## src/hdl/interval_timer_pkg.sv

```systemverilog
/*
  Constants, register layout and types for the watchdog/interval timer.
  Assumes a 125 MHz system clock and an AXI4-Lite register bus.
*/
package interval_timer_pkg;
  localparam logic [15:0] CTRL_INDEX = 16'hffa8;
  localparam logic [15:0] COUNT_INDEX = 16'hffa9;
  localparam logic [15:0] STATUS_INDEX = 16'hffaa;
  localparam logic [7:0] PASS_COUNT = 8'h5a;
  localparam logic [7:0] PASS_CTRL = 8'ha5;
  localparam logic [7:0] CTRL_RESET = 8'h10;
  localparam logic [7:0] STATUS_RESET = 8'h08;
  localparam logic [7:0] CNT_MAX = 8'hff;
  localparam logic [7:0] CNT_ZERO = 8'h00;
  localparam logic [9:0] RESET_CYCLES = 10'h206;
  localparam logic [1:0] RESP_OKAY = 2'h0;
  localparam logic [1:0] RESP_SLVERR = 2'h2;
  localparam logic [3:0] WORD_STRB = 4'h3;
  localparam int IND_BIT = 3;
  localparam int PASS_LSB = 8;
  localparam int FLAG_BIT = 7;

  typedef struct packed {
    logic overflow_flag;
    logic watchdog_mode_select;
    logic timer_run_enable;
    logic reserved_one;
    logic reset_action_select;
    logic [2:0] clock_divider_select;
  } ctrl_type;

  typedef enum logic [0:0] {
    ST_RUN = 1'b0,
    ST_RESET = 1'b1
  } rst_state_type;

  // Mask of prescaler bits that must all be ones for a count pulse
  function automatic logic [11:0] divider_mask(input logic [2:0] sel);
    case (sel)
      3'h0: divider_mask = 12'h001;
      3'h1: divider_mask = 12'h01f;
      3'h2: divider_mask = 12'h03f;
      3'h3: divider_mask = 12'h07f;
      3'h4: divider_mask = 12'h0ff;
      3'h5: divider_mask = 12'h1ff;
      3'h6: divider_mask = 12'h7ff;
      default: divider_mask = 12'hfff;
    endcase
  endfunction
endpackage

```

## src/hdl/watchdog_interval_timer.sv

```systemverilog
/*
  8-bit watchdog / interval timer with an AXI4-Lite register slave.
  Assumes one 125 MHz clock; standby recovery pulse comes from same-clock logic.
*/
// Decided for this implementation: the AXI4-Lite register port and the placing of the registers.
`timescale 1ns/1ps
`default_nettype none
module watchdog_interval_timer
  import interval_timer_pkg::*;
#(
  parameter int ADDR_W = 18
) (
  input wire logic clk_sys,
  input wire logic reset_n,
  input wire logic [ADDR_W-1:0] awaddr,
  input wire logic awvalid,
  output logic awready,
  input wire logic [31:0] wdata,
  input wire logic [3:0] wstrb,
  input wire logic wvalid,
  output logic wready,
  output logic [1:0] bresp,
  output logic bvalid,
  input wire logic bready,
  input wire logic [ADDR_W-1:0] araddr,
  input wire logic arvalid,
  output logic arready,
  output logic [31:0] rdata,
  output logic [1:0] rresp,
  output logic rvalid,
  input wire logic rready,
  input wire logic standby_recover,
  output logic chip_reset_req,
  output logic reset_output_pin_n,
  output logic nmi_req,
  output logic interval_overflow_request
);

  logic awready_ff, wready_ff, bvalid_ff, arready_ff, rvalid_ff;
  logic [1:0] bresp_ff, rresp_ff;
  logic [31:0] rdata_ff;
  logic [15:0] aw_index_ff;
  logic [15:0] w_data_ff;
  logic [3:0] w_strb_ff;
  ctrl_type ctrl_ff;
  logic [7:0] watchdog_up_counter_ff;
  logic [11:0] div_cnt_ff;
  logic flag_seen_ff;
  logic external_reset_indicator_ff;
  rst_state_type rst_state_ff;
  logic [9:0] rst_cnt_ff;
  logic chip_reset_req_ff, reset_output_pin_n_ff, nmi_req_ff, irq_ff;

  logic wr_go, wr_hit, count_wr, ctrl_wr, tick, overflow, rst_active;
  logic [15:0] rd_index;
  logic [7:0] wr_byte;

  assign awready = awready_ff;
  assign wready = wready_ff;
  assign bvalid = bvalid_ff;
  assign bresp = bresp_ff;
  assign arready = arready_ff;
  assign rvalid = rvalid_ff;
  assign rdata = rdata_ff;
  assign rresp = rresp_ff;
  assign chip_reset_req = chip_reset_req_ff;
  assign reset_output_pin_n = reset_output_pin_n_ff;
  assign nmi_req = nmi_req_ff;
  assign interval_overflow_request = irq_ff;

  // Write path: address and data taken in either order, answered together
  assign wr_go = !awready_ff && !wready_ff && !bvalid_ff;
  assign wr_hit = wr_go && (aw_index_ff == CTRL_INDEX) && ((w_strb_ff & WORD_STRB) == WORD_STRB);
  assign wr_byte = w_data_ff[7:0];
  // Byte writes or a wrong password leave both registers untouched
  assign count_wr = wr_hit && (w_data_ff[15:PASS_LSB] == PASS_COUNT);
  assign ctrl_wr = wr_hit && (w_data_ff[15:PASS_LSB] == PASS_CTRL);
  assign rd_index = araddr[17:2];
  assign rst_active = (rst_state_ff == ST_RESET);

  always_ff @(posedge clk_sys or negedge reset_n) begin
    if (!reset_n) begin
      awready_ff <= 1'b1;
      aw_index_ff <= 16'h0000;
    end else if (awvalid && awready_ff) begin
      awready_ff <= 1'b0;
      aw_index_ff <= awaddr[17:2];
    end else if (bvalid_ff && bready) begin
      awready_ff <= 1'b1;
    end
  end

  always_ff @(posedge clk_sys or negedge reset_n) begin
    if (!reset_n) begin
      wready_ff <= 1'b1;
      w_data_ff <= 16'h0000;
      w_strb_ff <= 4'h0;
    end else if (wvalid && wready_ff) begin
      wready_ff <= 1'b0;
      w_data_ff <= wdata[15:0];
      w_strb_ff <= wstrb;
    end else if (bvalid_ff && bready) begin
      wready_ff <= 1'b1;
    end
  end

  always_ff @(posedge clk_sys or negedge reset_n) begin
    if (!reset_n) begin
      bvalid_ff <= 1'b0;
      bresp_ff <= RESP_OKAY;
    end else if (wr_go) begin
      bvalid_ff <= 1'b1;
      bresp_ff <= (count_wr || ctrl_wr) ? RESP_OKAY : RESP_SLVERR;
    end else if (bvalid_ff && bready) begin
      bvalid_ff <= 1'b0;
    end
  end

  // Read path: one cycle from address to data
  always_ff @(posedge clk_sys or negedge reset_n) begin
    if (!reset_n) begin
      arready_ff <= 1'b1;
      rvalid_ff <= 1'b0;
      rdata_ff <= 32'h00000000;
      rresp_ff <= RESP_OKAY;
    end else if (arvalid && arready_ff) begin
      arready_ff <= 1'b0;
      rvalid_ff <= 1'b1;
      rresp_ff <= RESP_OKAY;
      case (rd_index)
        CTRL_INDEX: rdata_ff <= {24'h000000, ctrl_ff};
        COUNT_INDEX: rdata_ff <= {24'h000000, watchdog_up_counter_ff};
        STATUS_INDEX: rdata_ff <= {28'h0000000, external_reset_indicator_ff, 3'h0};
        default: begin
          rdata_ff <= 32'h00000000;
          rresp_ff <= RESP_SLVERR;
        end
      endcase
    end else if (rvalid_ff && rready) begin
      rvalid_ff <= 1'b0;
      arready_ff <= 1'b1;
    end
  end

  // Free-running prescaler; a count pulse when the selected low bits are all ones
  always_ff @(posedge clk_sys or negedge reset_n) begin
    if (!reset_n) begin
      div_cnt_ff <= 12'h000;
    end else begin
      div_cnt_ff <= div_cnt_ff + 12'h001;
    end
  end

  // Changing the select while running can skip or double a pulse
  assign tick = ((div_cnt_ff & divider_mask(ctrl_ff.clock_divider_select))
                 == divider_mask(ctrl_ff.clock_divider_select));

  assign overflow = ctrl_ff.timer_run_enable && tick && !count_wr && !rst_active
                    && (watchdog_up_counter_ff == CNT_MAX);

  always_ff @(posedge clk_sys or negedge reset_n) begin
    if (!reset_n) begin
      watchdog_up_counter_ff <= CNT_ZERO;
    end else if (rst_active || standby_recover) begin
      watchdog_up_counter_ff <= CNT_ZERO;
    end else if (count_wr) begin
      watchdog_up_counter_ff <= wr_byte;
    end else if (!ctrl_ff.timer_run_enable) begin
      watchdog_up_counter_ff <= CNT_ZERO;
    end else if (tick) begin
      watchdog_up_counter_ff <= watchdog_up_counter_ff + 8'h01;
    end
  end

  // Control/status; the hardware set of the flag beats a software clear
  always_ff @(posedge clk_sys or negedge reset_n) begin
    if (!reset_n) begin
      ctrl_ff <= CTRL_RESET;
    end else if (rst_active) begin
      ctrl_ff <= CTRL_RESET;
    end else if (standby_recover) begin
      ctrl_ff <= {CTRL_RESET[7:3], ctrl_ff.clock_divider_select};
    end else begin
      if (ctrl_wr) begin
        ctrl_ff.watchdog_mode_select <= wr_byte[6];
        ctrl_ff.timer_run_enable <= wr_byte[5];
        ctrl_ff.reset_action_select <= wr_byte[3];
        ctrl_ff.clock_divider_select <= wr_byte[2:0];
      end
      if (overflow) begin
        ctrl_ff.overflow_flag <= 1'b1;
      end else if (ctrl_wr && !wr_byte[FLAG_BIT] && flag_seen_ff) begin
        ctrl_ff.overflow_flag <= 1'b0;
      end
    end
  end

  // Remembers a read of the flag as 1, arming the clear
  always_ff @(posedge clk_sys or negedge reset_n) begin
    if (!reset_n) begin
      flag_seen_ff <= 1'b0;
    end else if (!ctrl_ff.overflow_flag) begin
      flag_seen_ff <= 1'b0;
    end else if (arvalid && arready_ff && (rd_index == CTRL_INDEX)) begin
      flag_seen_ff <= 1'b1;
    end
  end

  // Requests toward the CPU, registered with the flag
  always_ff @(posedge clk_sys or negedge reset_n) begin
    if (!reset_n) begin
      nmi_req_ff <= 1'b0;
      irq_ff <= 1'b0;
    end else begin
      // Shares the NMI pin's vector downstream
      nmi_req_ff <= overflow && ctrl_ff.watchdog_mode_select && !ctrl_ff.reset_action_select;
      irq_ff <= overflow && !ctrl_ff.watchdog_mode_select;
    end
  end

  // Chip reset pulse; the pin follows it exactly
  always_ff @(posedge clk_sys or negedge reset_n) begin
    if (!reset_n) begin
      rst_state_ff <= ST_RUN;
      rst_cnt_ff <= 10'h000;
      chip_reset_req_ff <= 1'b0;
      reset_output_pin_n_ff <= 1'b1;
    end else begin
      case (rst_state_ff)
        ST_RUN: begin
          if (overflow && ctrl_ff.watchdog_mode_select && ctrl_ff.reset_action_select) begin
            rst_state_ff <= ST_RESET;
            rst_cnt_ff <= RESET_CYCLES - 10'h001;
            chip_reset_req_ff <= 1'b1;
            reset_output_pin_n_ff <= 1'b0;
          end
        end
        ST_RESET: begin
          if (rst_cnt_ff == 10'h000) begin
            rst_state_ff <= ST_RUN;
            chip_reset_req_ff <= 1'b0;
            reset_output_pin_n_ff <= 1'b1;
          end else begin
            rst_cnt_ff <= rst_cnt_ff - 10'h001;
          end
        end
        default: begin
          rst_state_ff <= ST_RUN;
          chip_reset_req_ff <= 1'b0;
          reset_output_pin_n_ff <= 1'b1;
        end
      endcase
    end
  end

  // Reset source: 1 after external reset, 0 after a watchdog reset
  always_ff @(posedge clk_sys or negedge reset_n) begin
    if (!reset_n) begin
      external_reset_indicator_ff <= STATUS_RESET[IND_BIT];
    end else if (overflow && ctrl_ff.watchdog_mode_select && ctrl_ff.reset_action_select) begin
      external_reset_indicator_ff <= 1'b0;
    end
  end

  // Helper: length of the current reset pulse
  logic [9:0] pulse_len_ff;
  always_ff @(posedge clk_sys or negedge reset_n) begin
    if (!reset_n) begin
      pulse_len_ff <= 10'h000;
    end else if (chip_reset_req_ff) begin
      pulse_len_ff <= pulse_len_ff + 10'h001;
    end else begin
      pulse_len_ff <= 10'h000;
    end
  end
endmodule
`default_nettype wire

```

## config.mk

```make
export PLATFORM = sky130hd
export DESIGN_NAME = watchdog_interval_timer
export DESIGN_NICKNAME = d
export VERILOG_FILES = /design/src/hdl/interval_timer_pkg.sv /design/src/hdl/watchdog_interval_timer.sv
export SDC_FILE = /design/constraint.sdc
export NUM_CORES = 1
export LEC_CHECK = 0
export ABC_AREA = 1
export BUFFER_PORTS_ARGS = -buffer_cell sky130_fd_sc_hd__buf_2
export CAP_MARGIN = 20
export CELL_PAD_IN_SITES_DETAIL_PLACEMENT = 1
export CELL_PAD_IN_SITES_GLOBAL_PLACEMENT = 1
export CORE_UTILIZATION = 42
export CTS_BUF_LIST = sky130_fd_sc_hd__clkbuf_8 sky130_fd_sc_hd__clkbuf_16
export DETAILED_ROUTE_END_ITERATION = 12
export GPL_TIMING_DRIVEN = 1
export PLACE_DENSITY = 0.95
export SLEW_MARGIN = 20
export SYNTH_ARGS = -nofsm -noshare
export SYNTH_HDL_FRONTEND = slang
export SYNTH_SLANG_ARGS = --single-unit
```

## constraint.sdc

```tcl
create_clock -name clk_sys -period 2.7 [get_ports clk_sys]
set_clock_uncertainty 0.1 [all_clocks]
set_input_delay 0.405 -clock clk_sys [delete_from_list [all_inputs] [get_ports clk_sys]]
set_output_delay 0.405 -clock clk_sys [all_outputs]
set_load 0.05 [all_outputs]
```

==> results.json <==
{
  "synth-async-reset-ratio_pct": 100,
  "comb_power_share_pct": 25.8,
  "avgSynthCellArea_sq_um": 9.08,
  "ys_ff_latch": 93,
  "grt.overflow.total": 0,
  "clockBufferDepth": 2,
  "post_layout_nonfiller_instances": 724,
  "grt_max_degree": 42,
  "pwr-share-clk_pct": 25.5,
  "min_delay_path_depth": 2,
  "post-route-util_pct": 50.2,
  "grt_pass1_vias": 3817,
  "placedCellCount": 707,
  "maxSlewViolCount": 0,
  "synth_warnings": 0,
  "endpoint_kind": "flop",
  "cts_tree": "built",
  "io_pins": 125,
  "relSlewSlack_pct": 43.0,
  "worst_slew_pin_slew_ps": 853,
  "fin_nets": 666,
  "area_delta_synth_final_pct": 14.8,
  "grt_pass1_wl_mm": 18.1,
  "rsz0062_at_grt": "no",
  "layout-drive-gt1-share_pct": 25.0,
  "ff2ff_path_depth": 12,
  "fin_tns_setup_ps": 0,
  "hold_viol": 0,
  "hold_slack_ps": 154,
  "n_antenna_cell": 0,
  "cts_buffers": 9,
  "drtAntennaViolNets": 0,
  "busiest_layer": "met2",
  "gr-usage-met2_pct": 35.8,
  "cts_setup_buffers": 0,
  "reg2reg_from": "rst_cnt_ff[0]",
  "whs_endpoint": "ctrl_ff[6]",
  "p_per_area_nw_per_um2": 746,
  "setup_viol": 0,
  "grtUsageMet3_pct": 4.82,
  "synth_cell_type_count": 38,
  "crit_type": "reg -> reg",
  "cap_violations": 0,
  "die_w_microns": 106,
  "dpl.hpwl_mm": 7.95,
  "synth_area_sq_um": 4530,
  "dieArea_sq_um": 11200,
  "vias": 3611,
  "wl_per_cell_microns": 14.8,
  "rows": 37,
  "drcViolationCount": 0,
  "synth-seq-area-share_pct": 51.5,
  "gr-usage-met1_pct": 26.3,
  "max_freq_ghz": 0.504,
  "setup_ws_ps": 717,
  "ir_drop_uv": 526,
  "die_h_microns": 106,
  "status": "completed",
  "vias_per_cell": 4.99,
  "p_leak_nw": 2.67,
  "ff2ff_setup_slack_ps": 720,
  "portBuffers": 76,
  "firstDrtPassIters": 4,
  "regArea_sq_um": 2330,
  "start_util_pct": 43.7,
  "hold_path_class": "in -> reg",
  "intPower_mw": 2.49,
  "fill_cells": 1256,
  "place_ws_ps": 750,
  "core-area_sq_um": 10400,
  "finalInstanceArea_sq_um": 5200,
  "grt_usage_pct": 20.6,
  "wl_mm": 10.7,
  "synthCells": 499,
  "ctsHtreeMaxLevel": 3,
  "clkSinkCount": 93,
  "cts-root-buf": "clkbuf_8",
  "placed_cell_area_sq_um": 4990,
  "cp.arrival_ps": 2160,
  "synth_edf_count": 0,
  "cts_resized": 0,
  "power_frac_seq_pct": 48.6,
  "critPathRequiredTime_ps": 2870,
  "hp-start": "standby_recover",
  "fin_crit_ps": 1980,
  "swShare_pct": 35.8,
  "p_total_mw": 3.88,
  "clk_pin_slew_worst_paths_ps": 100,
  "ys.flop_type": "dfrtp_1",
  "min_period_over_period_pct": 73.4,
  "insertion_delay_ps": 370,
  "multi_input_area_sq_um": 1830,
  "grt_antenna_before_repair": 0,
  "gp_congestion": 0.776,
  "crit_path_max_fanout": 9,
  "cp-start-kind": "flop",
  "rr_endpoint": "rst_cnt_ff[6]",
  "p_switching_mw": 1.39,
  "drt_iter0_drc": 136
}
-- registers in the layout, indices dropped and copies added, names as in the netlist --
signal and count:
chip_reset_req 1, watchdog_up_counter_ff 8, w_strb_ff 2, awready 1
rresp 1, div_cnt_ff 12, aw_index_ff 16, wready 1
nmi_req 1, interval_overflow_request 1, flag_seen_ff 1, rdata 8
w_data_ff 16, external_reset_indicator_ff 1, reset_output_pin_n 1, ctrl_ff 7
bresp 1, rst_active 1, bvalid 1, rvalid 1
arready 1, rst_cnt_ff 10
-- layout make-up --
type / instances / area share (%)
timing repair buffer: 80 / 8.23
sequential: 93 / 44.9
inverter: 63 / 4.57
clock inverter: 7 / 1.59
clock buffer: 9 / 2.38
multi-input combinational: 336 / 35.1
tap: 136 / 3.27
-- worst max-delay path, cell delays in order (launching register included) --
cell     delay, ps
dfrtp_1        420
inv_1           80
ha_1           170
nand2_1        100
nor2_2         170
nand3_1        130
nand2_2        200
inv_2          120
nand2_1        100
xor2_1         140
inv_1           50
nand2_1         50
inv_1           40
-- synth_stat cells, types with 2 or more instances --
cell type  count  share of area, %
and3_1         2              0.28
o21ai_1        2              0.22
nand4_1        9               1.2
dfrtp_1       88                49
o22ai_1       15               2.1
or2_2          2              0.28
inv_2          6              0.50
nand3_4        2              0.77
nor2_2         3              0.41
mux2_2        21               5.2
xor2_1        15               2.9
inv_1         56               4.6
nor3_1         4              0.44
o21ai_0       23               2.5
nand3_2        3              0.66
buf_4         26               4.3
clkbuf_1       3              0.25
nand2_2        5              0.69
nand2_1       96               8.0
ha_1           3              0.83
xnor2_1        4              0.77
nor2_4         3              0.75
nor2_1        48               4.0
a21oi_1       15               1.7
nand3_1       28               3.1
dfstp_2        5               2.9
-- placed cells by master, fill, tap and decap left out, drive strengths merged --
cell	instances
nand2	102
dfrtp	88
buf	79
inv	65
nor2	54
nand3	33
conb	26
o21ai	25
mux2	21
xor2	15
a21oi	15
o22ai	15
nand4	9
clkbuf	9
dfstp	5
xnor2	4
nor3	4
ha	3
or2	3
and3	2
clkinvlp	2
clkinv	2
and2	1
a21boi	1
o41ai	1
o21a	1
nand3b	1
bufinv	1
dlygate4sd3	1
-- power groups by stage --
stage | Sequential (mW) | Combinational, mW | Clock (mW)
2_1_floorplan | 2.05 | 0.601 | 0
3_3_place_gp | 1.89 | 0.953 | 0
3_5_place_dp | 1.92 | 1.02 | 0
4_1_cts | 1.89 | 1.02 | 1.01
5_1_grt | 1.93 | 1.11 | 1.07
6_report | 1.89 | 1.00 | 0.992
-- timing repair --
action | 4_1_cts | 5_1_grt
hold buffers | 1 | 0
endpoints found under the hold margin | 38 | 0
endpoints found under the setup margin | 0 | 0
-- per-layer routing --
| metal | vias up | wire length (microns) |
|---|---|---|
| li1 | 1716 | - |
| met1 | 1782 | 4780 |
| met2 | 107 | 5360 |
| met3 | 6 | 517 |
| met4 | 0 | 59 |
| met5 | - | 0 |
-- cell families after synthesis --
kind of cell,share of synthesized area (%)
AO/OA/AOI/OAI,7.01
XOR/XNOR,3.67
adder cells (fa/ha/maj),0.829
buffers and inverters,10.2
flip-flops,51.5
multiplexers,5.22
other,0.0828
AND/OR/NAND/NOR,21.4
-- worst max path at each step --
stage                   start            end  slack, ps
6_report        rst_cnt_ff[0]  rst_cnt_ff[6]        720
4_1_cts        aw_index_ff[6]     ctrl_ff[1]        720
2_1_floorplan         awready  rst_cnt_ff[5]        820
3_5_place_dp   aw_index_ff[6]     ctrl_ff[1]        750
3_3_place_gp    rst_cnt_ff[0]  rst_cnt_ff[3]        860
5_1_grt         rst_cnt_ff[1]  rst_cnt_ff[6]        520
(Power assumes the default switching activity.)
